File: config.mk
export PLATFORM = sky130hd
export DESIGN_NAME = ivc_ctrl
export DESIGN_NICKNAME = d
export VERILOG_FILES = /design/src/ivc_pkg.sv /design/src/ivc_ctrl.sv
export SDC_FILE = /design/constraint.sdc
export NUM_CORES = 1
export LEC_CHECK = 0
export BUFFER_PORTS_ARGS = -buffer_cell sky130_fd_sc_hd__buf_2
export CAP_MARGIN = 20
export CELL_PAD_IN_SITES_DETAIL_PLACEMENT = 1
export CELL_PAD_IN_SITES_GLOBAL_PLACEMENT = 1
export CORE_AREA = 2 2 103 105
export CTS_BUF_LIST = sky130_fd_sc_hd__clkbuf_8
export DETAILED_ROUTE_END_ITERATION = 16
export DIE_AREA = 0 0 105 107
export PLACE_DENSITY_LB_ADDON = 0.2
export REMOVE_ABC_BUFFERS = 1
export SLEW_MARGIN = 0
export SYNTH_ARGS = -nofsm -noshare
export SYNTH_HDL_FRONTEND = slang
export SYNTH_SLANG_ARGS = --single-unit
File: constraint.sdc
create_clock -name clock -period 2.13 [get_ports clock]
set_clock_uncertainty 0.1 [all_clocks]
set_input_delay 0.1065 -clock clock [delete_from_list [all_inputs] [get_ports clock]]
set_output_delay 0.1065 -clock clock [all_outputs]
set_load 0.01 [all_outputs]
File: src/ivc_pkg.sv
// package of constants for the interrupt vector and external interrupt controller
// assumes a single cpu clock and a synchronous active-low reset
//
// Functional notes
// - reset vector FFFE highest, trap FFFC below, auto wake-up source 0 at FFFA
// - auto wake-up source leaves auto-wakeup halt mode only, never ordinary halt
// - second time base is source 5 at FFF0, no halt wake; source 6 unused
// - reload timer compare/capture is source 8 at FFEA, no active-halt wake
// - reload timer overflow is source 9 at FFE8, wakes active-halt, not halt
// - light timer capture is source 10 at FFE6, no active-halt wake
// - first time base is source 11 at FFE4, wakes active-halt
// - sense register: line3 bits 7:6, line2 5:4, line1 3:2, line0 1:0
// - sense code 00 falling plus low, 01 rising, 10 falling, 11 both edges
// - sense register writes accepted only while cpu interrupt mask is set
// - sense register resets to 00h
// - pin select resets to 0Ch: PA7 line1, PA0 line0, PB3 line2, PB0 line3
// - pin select 7:6 picks PB0, PB1 or PB2 for line 3
// - edge requests latched, cleared when cpu enters matching service routine
// - enabled pins sharing one line are combined before edge/level detection
// - fixed priority picks which pending source is serviced first
// - pin select 5:4 PB3..6 line2, 3:2 PA4..7 line1, 1:0 PA0..3 line0
package ivc_pkg;
  // --------------------------------------------------------------
  // register map
  // --------------------------------------------------------------
  localparam logic [7:0]  ADDR_SENSE      = 8'h00;
  localparam logic [7:0]  ADDR_PINSEL     = 8'h01;
  localparam logic [7:0]  SENSE_RESET     = 8'h00;
  localparam logic [7:0]  PINSEL_RESET    = 8'h0C;
  localparam int          FIELD_W         = 2;
  // --------------------------------------------------------------
  // sensitivity codes
  // --------------------------------------------------------------
  localparam logic [1:0]  SENSE_FALL_LOW  = 2'h0;
  localparam logic [1:0]  SENSE_RISE      = 2'h1;
  localparam logic [1:0]  SENSE_FALL      = 2'h2;
  localparam logic [1:0]  SENSE_BOTH      = 2'h3;
  // --------------------------------------------------------------
  // vectors and sources
  // --------------------------------------------------------------
  localparam logic [15:0] VEC_RESET       = 16'hFFFE;
  localparam logic [15:0] VEC_TRAP        = 16'hFFFC;
  localparam logic [15:0] VEC_SRC0        = 16'hFFFA;
  localparam int          NUM_SRC         = 14;
  localparam int          NUM_LINES       = 4;
  localparam int          EXT_SRC_BASE    = 1;
  localparam logic [3:0]  SRC_NONE        = 4'hF;
  // sources that exist: 6 and 13 are unused
  localparam logic [13:0] SRC_USED        = 14'h1FBF;
  // sources that leave halt: lines 0..3 (sources 1..4) and serial interface 12
  localparam logic [13:0] WAKE_HALT_MASK  = 14'h101E;
  // auto-wakeup halt adds source 0
  localparam logic [13:0] WAKE_AWU_MASK   = 14'h101F;
  // active-halt: reload overflow 9 and first time base 11
  localparam logic [13:0] WAKE_ACT_MASK   = 14'h0A00;
endpackage : ivc_pkg

File: src/ivc_ctrl.sv
// interrupt mapping, priority and external interrupt front end
// assumes peripheral requests are already enabled levels and all inputs are synchronous to clock
`timescale 1ns/10ps
module ivc_ctrl (
  // clock and reset
  input  wire logic        clock,
  input  wire logic        rst_n,
  // register port
  input  wire logic [7:0]  reg_addr,
  input  wire logic [7:0]  reg_wdata,
  input  wire logic        reg_wr,
  input  wire logic        reg_rd,
  output logic      [7:0]  reg_rdata,
  // cpu side
  input  wire logic        cc_i_mask,
  input  wire logic        trap_req,
  input  wire logic        irq_ack,
  input  wire logic [3:0]  ack_source,
  output logic             irq_req,
  output logic      [3:0]  irq_source,
  output logic      [15:0] irq_vector,
  // peripheral requests, one per source; bits 1..4 ignored
  input  wire logic [13:0] periph_req,
  // port pins and their interrupt enables
  input  wire logic [7:0]  port_a,
  input  wire logic [6:0]  port_b,
  input  wire logic [7:0]  port_a_int_en,
  input  wire logic [6:0]  port_b_int_en,
  // wake-up indications
  output logic             wake_halt,
  output logic             wake_awu_halt,
  output logic             wake_active_halt
);

  // --------------------------------------------------------------
  // state
  // --------------------------------------------------------------
  typedef struct packed {
    logic [7:0]  sense;
    logic [7:0]  pinsel;
    logic [3:0]  line_prev;
    logic [3:0]  line_latch;
    logic [7:0]  rdata;
    logic        req;
    logic [3:0]  src;
    logic [15:0] vec;
    logic        wk_halt;
    logic        wk_awu;
    logic        wk_act;
  } ivc_state_t;

  ivc_state_t state_q;
  ivc_state_t state_d;

  // --------------------------------------------------------------
  // functions
  // --------------------------------------------------------------
  // and of enabled pins in a group; the selected pin always takes part
  function automatic logic line_combine(input logic [3:0] pins, input logic [3:0] en,
                                        input logic [1:0] sel);
    logic v;
    v = 1'b1;
    for (int i = 0; i < 4; i++) begin
      if (en[i] || (sel == 2'(i))) begin
        v = v & pins[i];
      end
    end
    return v;
  endfunction

  // lowest numbered pending source wins
  function automatic logic [3:0] pick_source(input logic [13:0] pend);
    logic [3:0] s;
    s = ivc_pkg::SRC_NONE;
    for (int i = ivc_pkg::NUM_SRC - 1; i >= 0; i--) begin
      if (pend[i]) begin
        s = 4'(i);
      end
    end
    return s;
  endfunction

  // --------------------------------------------------------------
  // pin selection and combining
  // --------------------------------------------------------------
  logic [3:0] line_lvl;
  logic [3:0] line_fall;
  logic [3:0] line_rise;
  logic [3:0] line_edge;
  logic [3:0] line_req;
  logic [13:0] pending;
  logic [3:0] top_src;

  always_comb begin
    line_lvl[0] = line_combine(port_a[3:0], port_a_int_en[3:0], state_q.pinsel[1:0]);
    line_lvl[1] = line_combine(port_a[7:4], port_a_int_en[7:4], state_q.pinsel[3:2]);
    line_lvl[2] = line_combine(port_b[6:3], port_b_int_en[6:3], state_q.pinsel[5:4]);
    line_lvl[3] = line_combine({1'b1, port_b[2:0]}, {1'b0, port_b_int_en[2:0]},
                               state_q.pinsel[7:6]);
  end

  // --------------------------------------------------------------
  // edge and level detection
  // --------------------------------------------------------------
  genvar g;
  generate
    for (g = 0; g < ivc_pkg::NUM_LINES; g++) begin : g_line
      logic [1:0] mode;
      assign mode         = state_q.sense[g*ivc_pkg::FIELD_W +: ivc_pkg::FIELD_W];
      assign line_fall[g] = state_q.line_prev[g] & ~line_lvl[g];
      assign line_rise[g] = ~state_q.line_prev[g] & line_lvl[g];
      always_comb begin
        case (mode)
          ivc_pkg::SENSE_FALL_LOW: line_edge[g] = line_fall[g];
          ivc_pkg::SENSE_RISE:     line_edge[g] = line_rise[g];
          ivc_pkg::SENSE_FALL:     line_edge[g] = line_fall[g];
          ivc_pkg::SENSE_BOTH:     line_edge[g] = line_fall[g] | line_rise[g];
          default:                 line_edge[g] = 1'b0;
        endcase
      end
      // low level requests directly in mode 00
      assign line_req[g] = state_q.line_latch[g] |
                           ((mode == ivc_pkg::SENSE_FALL_LOW) & ~line_lvl[g]);
    end
  endgenerate

  // --------------------------------------------------------------
  // request map and priority
  // --------------------------------------------------------------
  always_comb begin
    pending = periph_req;
    pending[ivc_pkg::EXT_SRC_BASE +: ivc_pkg::NUM_LINES] = line_req;
    pending = pending & ivc_pkg::SRC_USED;
  end

  assign top_src = pick_source(pending);

  // --------------------------------------------------------------
  // next state
  // --------------------------------------------------------------
  always_comb begin
    state_d = state_q;
    state_d.line_prev = line_lvl;
    // set wins over clear on acknowledge
    for (int i = 0; i < ivc_pkg::NUM_LINES; i++) begin
      if (irq_ack && (ack_source == 4'(i + ivc_pkg::EXT_SRC_BASE))) begin
        state_d.line_latch[i] = 1'b0;
      end
      if (line_edge[i]) begin
        state_d.line_latch[i] = 1'b1;
      end
    end
    if (reg_wr && (reg_addr == ivc_pkg::ADDR_SENSE) && cc_i_mask) begin
      state_d.sense = reg_wdata;
    end
    if (reg_wr && (reg_addr == ivc_pkg::ADDR_PINSEL)) begin
      state_d.pinsel = reg_wdata;
    end
    state_d.rdata = 8'h00;
    if (reg_rd) begin
      case (reg_addr)
        ivc_pkg::ADDR_SENSE:  state_d.rdata = state_q.sense;
        ivc_pkg::ADDR_PINSEL: state_d.rdata = state_q.pinsel;
        default:              state_d.rdata = 8'h00;
      endcase
    end
    // trap ignores the mask and outranks every source
    if (trap_req) begin
      state_d.req = 1'b1;
      state_d.src = ivc_pkg::SRC_NONE;
      state_d.vec = ivc_pkg::VEC_TRAP;
    end else if (top_src != ivc_pkg::SRC_NONE) begin
      state_d.req = ~cc_i_mask;
      state_d.src = top_src;
      state_d.vec = 16'(ivc_pkg::VEC_SRC0 - {11'h000, top_src, 1'b0});
    end else begin
      state_d.req = 1'b0;
      state_d.src = ivc_pkg::SRC_NONE;
      state_d.vec = ivc_pkg::VEC_RESET;
    end
    state_d.wk_halt = |(pending & ivc_pkg::WAKE_HALT_MASK);
    state_d.wk_awu  = |(pending & ivc_pkg::WAKE_AWU_MASK);
    state_d.wk_act  = |(pending & ivc_pkg::WAKE_ACT_MASK);
  end

  // --------------------------------------------------------------
  // registers
  // --------------------------------------------------------------
  always_ff @(posedge clock) begin
    if (!rst_n) begin
      state_q            <= '0;
      state_q.sense      <= ivc_pkg::SENSE_RESET;
      state_q.pinsel     <= ivc_pkg::PINSEL_RESET;
      state_q.line_prev  <= 4'hF;
      state_q.src        <= ivc_pkg::SRC_NONE;
      state_q.vec        <= ivc_pkg::VEC_RESET;
    end else begin
      state_q <= state_d;
    end
  end

  // --------------------------------------------------------------
  // outputs
  // --------------------------------------------------------------
  assign reg_rdata        = state_q.rdata;
  assign irq_req          = state_q.req;
  assign irq_source       = state_q.src;
  assign irq_vector       = state_q.vec;
  assign wake_halt        = state_q.wk_halt;
  assign wake_awu_halt    = state_q.wk_awu;
  assign wake_active_halt = state_q.wk_act;

endmodule // ivc_ctrl

* After elaboration in Yosys (flattened, before gate mapping)
Cells that the tools add are included.
** Cells by class
- Add/sub/neg operators :: 1
- Equality and inequality tests :: 29
- Muxes and demuxes :: 42
- Bitwise gates (word level) :: 42
- Reductions and logical operators :: 44
** Operator list (number)
- $mux W4 :: 11
- $mux W21 :: 2
- $eq A2 B2 Y1 const B :: 15
- $and A1 B1 Y1 :: 23
- $mux W1 :: 23
- $eq A2 B1 Y1 const B :: 8
- $logic_not A2 Y1 :: 8
- $pmux W8 S2 :: 1
- $logic_or A1 B1 Y1 :: 15
- $pmux W1 S3 :: 4
- $not A1 Y1 :: 11
- $reduce_or A2 Y1 :: 5
- $eq A4 B2 Y1 const B :: 2
- $eq A8 B1 Y1 const B :: 1
- $logic_not A8 Y1 :: 1
- $or A1 B1 Y1 :: 8
- $reduce_bool A2 Y1 :: 4
- $logic_and A1 B1 Y1 :: 7
- $sub A4 B6 Y7 const A :: 1
- $reduce_or A6 Y1 :: 1
- $reduce_or A5 Y1 :: 1
- $eq A4 B1 Y1 const B :: 1
- $eq A4 B3 Y1 const B :: 1
- $ne A4 B4 Y1 const B :: 1
- other kinds (3) :: 3
** Storage, ports and cells
- Register bits :: 56
- Output and inout port bits :: 32
- Word-level logic and storage cells :: 173

* Logic depth before layout (Yosys ltp)
Gate-level depths: netlist of run 1.
- Word-level depth :: 19
- Depth in mapped cells :: 10
- Depth with buffers taken out :: 10

* Least setup slack after synthesis of run 1
Ideal clock, no wire load.
- Kind :: register -> register
- Start :: register state_q[47] in the netlist's numbering
- End :: register state_q, in the netlist irq_vector[4]
- Arrival time :: 1968 ps
- Required time :: 1900 ps
- Path slack :: -69 ps
- Cell stages (with the launch flop) :: 10
- Buffers on the path :: 0
- Clock period less this slack :: 2199 ps
- Cell sequence :: dfxtp_1 -> and2b_1 -> o21ai_1 -> or4b_4 -> nand2b_4 -> nor2_1 -> nor2_1 -> ha_1 -> a2111oi_2 -> o21ai_1
** On the way
- Longest elaborated chain between the ends :: 18
- Elaborated cells between the ends (all ways) :: 23
- Those cells by class :: add/sub: 1; eq/ne: 3; mux: 8; bitwise: 6; reduce/logical: 5
** RTL lines
- from (decl) :: RTL line ivc_ctrl.sv:52 : ivc_state_t state_q;
- from (signal assigned) :: RTL line ivc_ctrl.sv:198 : state_q <= state_d;
- $logic_not A2 Y1 :: RTL line ivc_ctrl.sv:64 : if (en[i] || (sel == 2'(i))) begin
- $logic_or A1 B1 Y1 :: RTL line ivc_ctrl.sv:64
- $mux W1 :: RTL line ivc_ctrl.sv:64
- $and A1 B1 Y1 :: RTL line ivc_ctrl.sv:65 : v = v & pins[i];
- $mux W1 :: RTL line ivc_ctrl.sv:64
- $and A1 B1 Y1 :: RTL line ivc_ctrl.sv:65
- $mux W1 (*) :: RTL line ivc_ctrl.sv:64
- $not A1 Y1 (*) :: RTL line ivc_ctrl.sv:123 : ((mode == ivc_pkg::SENSE_FALL_LOW) & ~line_lvl[g]);
- $and A1 B1 Y1 (*) :: RTL line ivc_ctrl.sv:123
- $or A1 B1 Y1 (*) :: RTL line ivc_ctrl.sv:122 : assign line_req[g] = state_q.line_latch[g] |
- $mux W4 (*) (5 in a row) :: RTL line ivc_ctrl.sv:76 : if (pend[i]) begin
- net top_src[2] :: RTL line ivc_ctrl.sv:92 : logic [3:0] top_src;
- branches (longest 3 deep; another with $sub A4 B6 Y7)
Mark *: on every way through the listed nets, which the timed path passes.
A chain may end at the register's enable or synchronous reset.

* Worst setup path after layout of run 1
Ends and elaborated chain as after synthesis.

==> run summary, run 1 <==
Post-synth ARST share - 0%
Drt drc - 0
First-pass GRT wire length - 11.7 mm
GRT Residual Overflow - 0
Final core occ - 32.7%
EDFF count, synth - 0
Routed vias/inst - 4.31
FILL cells - 1233
Static leakage - 1.46 nW
Cell area after placement - 3020 sq um
DR WL/cell - 13.9 um
H-tree depth - 2
Unrepaired setup endpoints after global routing - yes
GRT Util Overall - 13.2%
Root buf cell - clkbuf_8
Tcrit/Tclk final - 104%
Worst setup path class - flip-flop to flip-flop
Drt first pass iters - 5
CTS sink cnt - 44
Register area share after synthesis - 35.6%
CTS clock-pin slew for the worst setup and hold paths - 90 ps
Final net count - 463
Violated checks - setup timing
Worst path required time - 2200 ps
Slew Limit Fails - 0
Clock insertion delay at the later pin of the skew report - 300 ps
Vias in the first global route - 2311
Layout cells sized above 1 - 35.9%
Largest fanout on the critical path - 3
Syn Area/Cell - 8.73 sq um
Vert. Die Dim - 107 um
DP Wirelength - 5.80 mm
Die Area - 11200 sq um
Final WS setup - -89.7 ps
Dominant synthesized flop cell - dfxtp_1
Status - finished, violations left
Die W - 105 um
Hold Path Depth - 2
First-iteration detailed-routing DRC count - 60
Number of CTS-inserted buffers - 5
DR vias - 2242
Drt total wl - 7.21 mm
CTS tree - built
Placer Congestion - 0.789
Number of diodes - 0
Synthesized flop and latch total - 44
Max-Cap Viols - 0
Worst Max-Slew Pin Slew - 524 ps
Synth cell types - 48
CP arrival - 2290 ps
Hold Path Class - input port to flip-flop
Final Critical Period - 2220 ps
Setup-failing EPs final - 1
DRT antenna net count - 0
Initial antenna violation count - 0
Final Hold Vio Count - 0
Fin Hold WS - 35.5 ps
Power Dens Cells - 543 nW/um^2
Synth Instances - 283
Startpoint types - flip-flop
FMAX - 451 MHz
Largest net degree at the start of global routing - 19
Port buffer count - 85
Maximum buffer depth of the clock tree - 2
Worst relative slew slack - 64.6%
Ports - 103
DP Worst Slack - -198 ps
Peak VDD IR - 245 uV
Mapped Area - 2470 sq um
R2r worst-path depth - 8
Row cnt - 37
Final Cell Area - 3300 sq um
Syn-to-layout area delta - 33.7%
Starting Density - 24.5%
Critical Path End Type - flip-flop
Synth warn - 0
Core outline area - 10100 sq um
## critical path, stage by stage, from the launching register on
cell     delay, ps
dfxtp_2        340
and2b_1        190
o21ai_1        120
or4b_4         510
a211o_1        260
a21oi_2        160
ha_2           230
o21a_1         120
o21ai_1         60
## stage by stage
stage,std cells,power (mW),TNS [ps]
6_report,520,1.79,-89.7
5_1_grt,520,1.90,-590
3_3_place_gp,499,1.13,-95.6
2_1_floorplan,258,0.999,-68.5
3_5_place_dp,499,1.14,-207
4_1_cts,519,1.83,-56.6
## flip-flops by register name, summed over array words and instances, names as in the netlist
signal / count
state_q: 16
wake_halt: 1
reg_rdata: 8
g_line.mode: 8
wake_awu_halt: 1
irq_source: 4
irq_req: 1
irq_vector: 4
wake_active_halt: 1
## synthesized netlist by cell type, types with 3 or more instances
library cell  number  area share (%)
a21boi_0           9             2.7
a21oi_1           11             2.2
a22oi_1            8             2.4
buf_4             28             8.5
clkbuf_1           6            0.91
dfxtp_1           44              36
ha_1               9             4.6
inv_1             21             3.2
mux2i_1           12             4.9
mux4_2             3             2.7
nand2_1           24             3.6
nand3_1           12             2.4
nor2_1            20             3.0
nor2b_1           18             4.6
nor3_1             3            0.61
nor4_1             3            0.76
o21a_1             6             1.8
o21ai_0            7             1.4
## repair_timing
action | CTS | global route
buffers inserted | 0 | 1
pin swaps | 5 | 6
gates resized for setup | 6 | 7
setup endpoints to repair | 2 | 9
hold buffers | 12 | 0
hold endpoints to repair | 17 | 0
## cells in the final DEF, fill, tap and decap left out, types with 2 or more instances in the layout
| master | n |
|---|---|
| a211o_1 | 2 |
| clkbuf_8 | 5 |
| a21oi_1 | 9 |
| dfxtp_1 | 41 |
| a21o_1 | 2 |
| dfxtp_2 | 3 |
| o21ai_1 | 2 |
| nor2_1 | 19 |
| conb_1 | 12 |
| a21boi_0 | 9 |
| dlygate4sd3_1 | 12 |
| nand3_1 | 12 |
| mux4_2 | 3 |
| o21a_1 | 6 |
| buf_2 | 85 |
| and3_1 | 2 |
| a2111oi_4 | 2 |
| a31oi_1 | 2 |
| nand2_2 | 2 |
| nor3_1 | 3 |
| nor4_1 | 3 |
| inv_1 | 21 |
| a21oi_2 | 2 |
| o21ai_0 | 7 |
| nand2b_1 | 2 |
| mux2i_1 | 12 |
| nand2_1 | 22 |
| or2_2 | 2 |
| a22oi_1 | 8 |
| ha_1 | 8 |
| buf_4 | 21 |
| nor2b_1 | 18 |
## power breakdown
part	switching [mW]	internal [mW]	total, mW	leakage, nW
Clock	0.307	0.348	0.655	0.0541
Combinational	0.143	0.138	0.281	1.04
Sequential	0.0109	0.847	0.858	0.362
Total	0.461	1.33	1.79	1.46
## final timing paths
kind / from / to / slack [ps]
worst max-delay path: state_q[47] / irq_vector[4] / -90
worst min-delay path: rst_n / state_q[36] / 40
worst max register to register: state_q[47] / irq_vector[4] / -90
worst min register to register: state_q[44] / state_q[44] / 400
## per-layer routing
metal | vias to the layer above | wire (um) | part of all wire (%) | global-route usage [%]
met5 | - | 0 | 0 | 0
met4 | 0 | 61 | 0.85 | 2.57
met3 | 5 | 334 | 4.6 | 2.61
met2 | 66 | 3450 | 48 | 23.5
met1 | 1037 | 3360 | 47 | 16.5
li1 | 1134 | - | - | -
## cell families after synthesis
group | share of synthesized area, %
and+or+nand+nor | 20.3
adders and majority gates | 4.56
other | 0.304
muxes | 8.05
DFF | 35.6
buffers and inverters | 12.8
AOI/OAI and AO/OA | 18.3
## area by class of cell
type	instances	area (sq um)	share of cell area, %
flip-flops and latches	44	885	26.8
clock buffers	5	68.8	2.08
multi-input cells	193	1360	41.0
well taps	136	170	5.15
clock inverters	3	42.5	1.29
inverters	21	78.8	2.39
repair buffers	118	703	21.3
Note: power is estimated with default switching activity, not from simulation.
==> run 2, diff against run 1 <==
HOLD_SLACK_MARGIN = 0.12   (was not set)
==> run 2 against run 1 <==
  * Sequential power about the same
  * First-iteration DRC count is 8.3% higher
  * Final cell count up 2.9%
  * Design area grew 4.5%
  * The flow still finishes with violations (setup timing)
  * Hold slack better by 120 ps
  * Die area unchanged
  * Highest routed layer unchanged
  * Global-route usage is 0.35 points higher
  * Utilization up 1.5 points
  * Largest cell class unchanged
  * Clock power about the same
  * Fmax hardly changed
  * Via count grew 3.7%
  * Count of clock-buffer cells in the layout is the same
==> run summary, run 2 (synthesis gave the netlist of run 1 again) <==
Status - finished, violations left
Violated checks - setup timing
Top cell by count, worst path - o21ai_1
Max-Cap Viols - 0
Hold Path Class - input port to flip-flop
GRT Residual Overflow - 0
DP Wirelength - 5.80 mm
Peak VDD IR - 255 uV
Worst path required time - 2200 ps
Die W - 105 um
Final Cell Area - 3450 sq um
Final core occ - 34.2%
GRT Util Overall - 13.5%
Core outline area - 10100 sq um
Row cnt - 37
CP peak stage delay - 510 ps
Power Dens Cells - 523 nW/um^2
Largest Register - state_q
Combinational Power Share - 16.3%
Number of diodes - 0
Vert. Die Dim - 107 um
CP arrival - 2290 ps
Starting Density - 24.5%
Die Area - 11200 sq um
Most frequent cells in the layout - 85 x buf_2, 41 x dfxtp_1, 27 x dlygate4sd3_1, 22 x nand2_1
Cell area after placement - 3020 sq um
Unrepaired setup endpoints after global routing - yes
CTS clock-pin slew for the worst setup and hold paths - 90 ps
Clock insertion delay at the later pin of the skew report - 300 ps
FMAX - 451 MHz
Port buffer count - 85
Number of CTS-inserted buffers - 5
Design Power - 1.81 mW
Root buf cell - clkbuf_8
Setup-failing EPs final - 1
Sw Ratio - 25.7%
Critical Path End Type - flip-flop
Drt total wl - 7.40 mm
First-iteration detailed-routing DRC count - 65
Final Critical Period - 2220 ps
Sequential share of power - 47.4%
Most common cell after layout, fill and taps aside - buf_2
Final WS setup - -89.0 ps
Worst setup path class - flip-flop to flip-flop
Drt drc - 0
H-tree depth - 2
First-pass GRT wire length - 12.0 mm
DR WL/cell - 13.8 um
Critical path's slowest cell - or4b_4
NetSw - 0.465 mW
Clock power share - 36.3%
Slew Limit Fails - 0
Layout cells sized above 1 - 34.6%
Largest net degree at the start of global routing - 19
CTS tree - built
Fin Hold WS - 152 ps
Largest register FFs - 16
Routed vias/inst - 4.35
Vias in the first global route - 2421
Tcrit/Tclk final - 104%
Maximum buffer depth of the clock tree - 2
Placer Congestion - 0.789
Worst Max-Slew Pin Slew - 517 ps
Int Power - 1.34 mW
Ports - 103
Startpoint types - flip-flop
Final net count - 478
Syn-to-layout area delta - 39.7%
CTS sink cnt - 44
DRT antenna net count - 0
CP bufs+invs - 0
Initial antenna violation count - 0
CP delay by family, top - compound AO/OA/AOI/OAI gates
Final Hold Vio Count - 0
Worst path cell trace - and2b_1 -> o21ai_1 -> or4b_4 -> a211o_1 -> a21oi_2 -> ha_2 -> o21a_1 -> o21ai_1
Drt first pass iters - 5
DR vias - 2325
Worst relative slew slack - 65.1%
Largest fanout on the critical path - 3
Static leakage - 1.50 nW
==> run 2: cell count changes in the layout (fill, tap and decap cells not counted) <==
cell and change:
dlygate4sd3_1 +15, o21ai_0 -1, a21boi_0 -1, a21boi_1 +1
o21ai_1 +1
==> run 2: through the flow <==
step	worst slack [ps]	std cells	setup TNS, ps
after detailed placement	-198	499	-207
after global placement	-95.6	499	-95.6
after global routing	-218	535	-590
after CTS	-56.6	534	-56.6
final	-89.0	535	-89.0
after floorplan	-68.5	258	-68.5
==> run 2: area by class of cell <==
type / instances / area, sq um
Fill cell: 1225 / 6640
Multi-Input combinational cell: 193 / 1360
Sequential cell: 44 / 885
Timing Repair Buffer: 133 / 853
Tap cell: 136 / 170
Inverter: 21 / 78.8
Clock buffer: 5 / 68.8
Clock inverter: 3 / 42.5
==> run 2: final timing paths <==
check	start	to	slack, ps	cells past startpoint
setup / recovery	state_q[47]	irq_vector[4]	-90	8
hold / removal	periph_req[12]	wake_awu_halt	150	3
setup reg to reg	state_q[47]	irq_vector[4]	-90	8
hold reg to reg	state_q[44]	state_q[44]	400	2
==> run 2: power groups by stage <==
stage	logic (mW)	registers, mW	clock network, mW
after detailed placement	0.260	0.878	0
final	0.294	0.858	0.656
after global placement	0.255	0.877	0
after global routing	0.329	0.862	0.723
after floorplan	0.116	0.882	0
after CTS	0.292	0.858	0.688
==> run 2: worst register-to-register path: stages (launching register included) <==
cell and delay, ps:
dfxtp_2 340, and2b_1 190, o21ai_1 120, or4b_4 510
a211o_1 260, a21oi_2 160, ha_2 230, o21a_1 120
o21ai_1 60
==> run 2: routing by layer <==
metal	up-vias	part of all wire, %	global-route usage [%]
li1	1164	-	-
met1	1086	46	16.6
met2	68	48	24.4
met3	7	4.8	2.74
met4	0	1.1	2.95
met5	-	0	0
==> run 2: timing repair <==
item,CTS,global route
hold endpoints to repair,30,0
hold buffers,27,0
endpoints found under the setup margin,2,9
buffers inserted,0,1
pin swaps,5,6
gates resized for setup,6,9
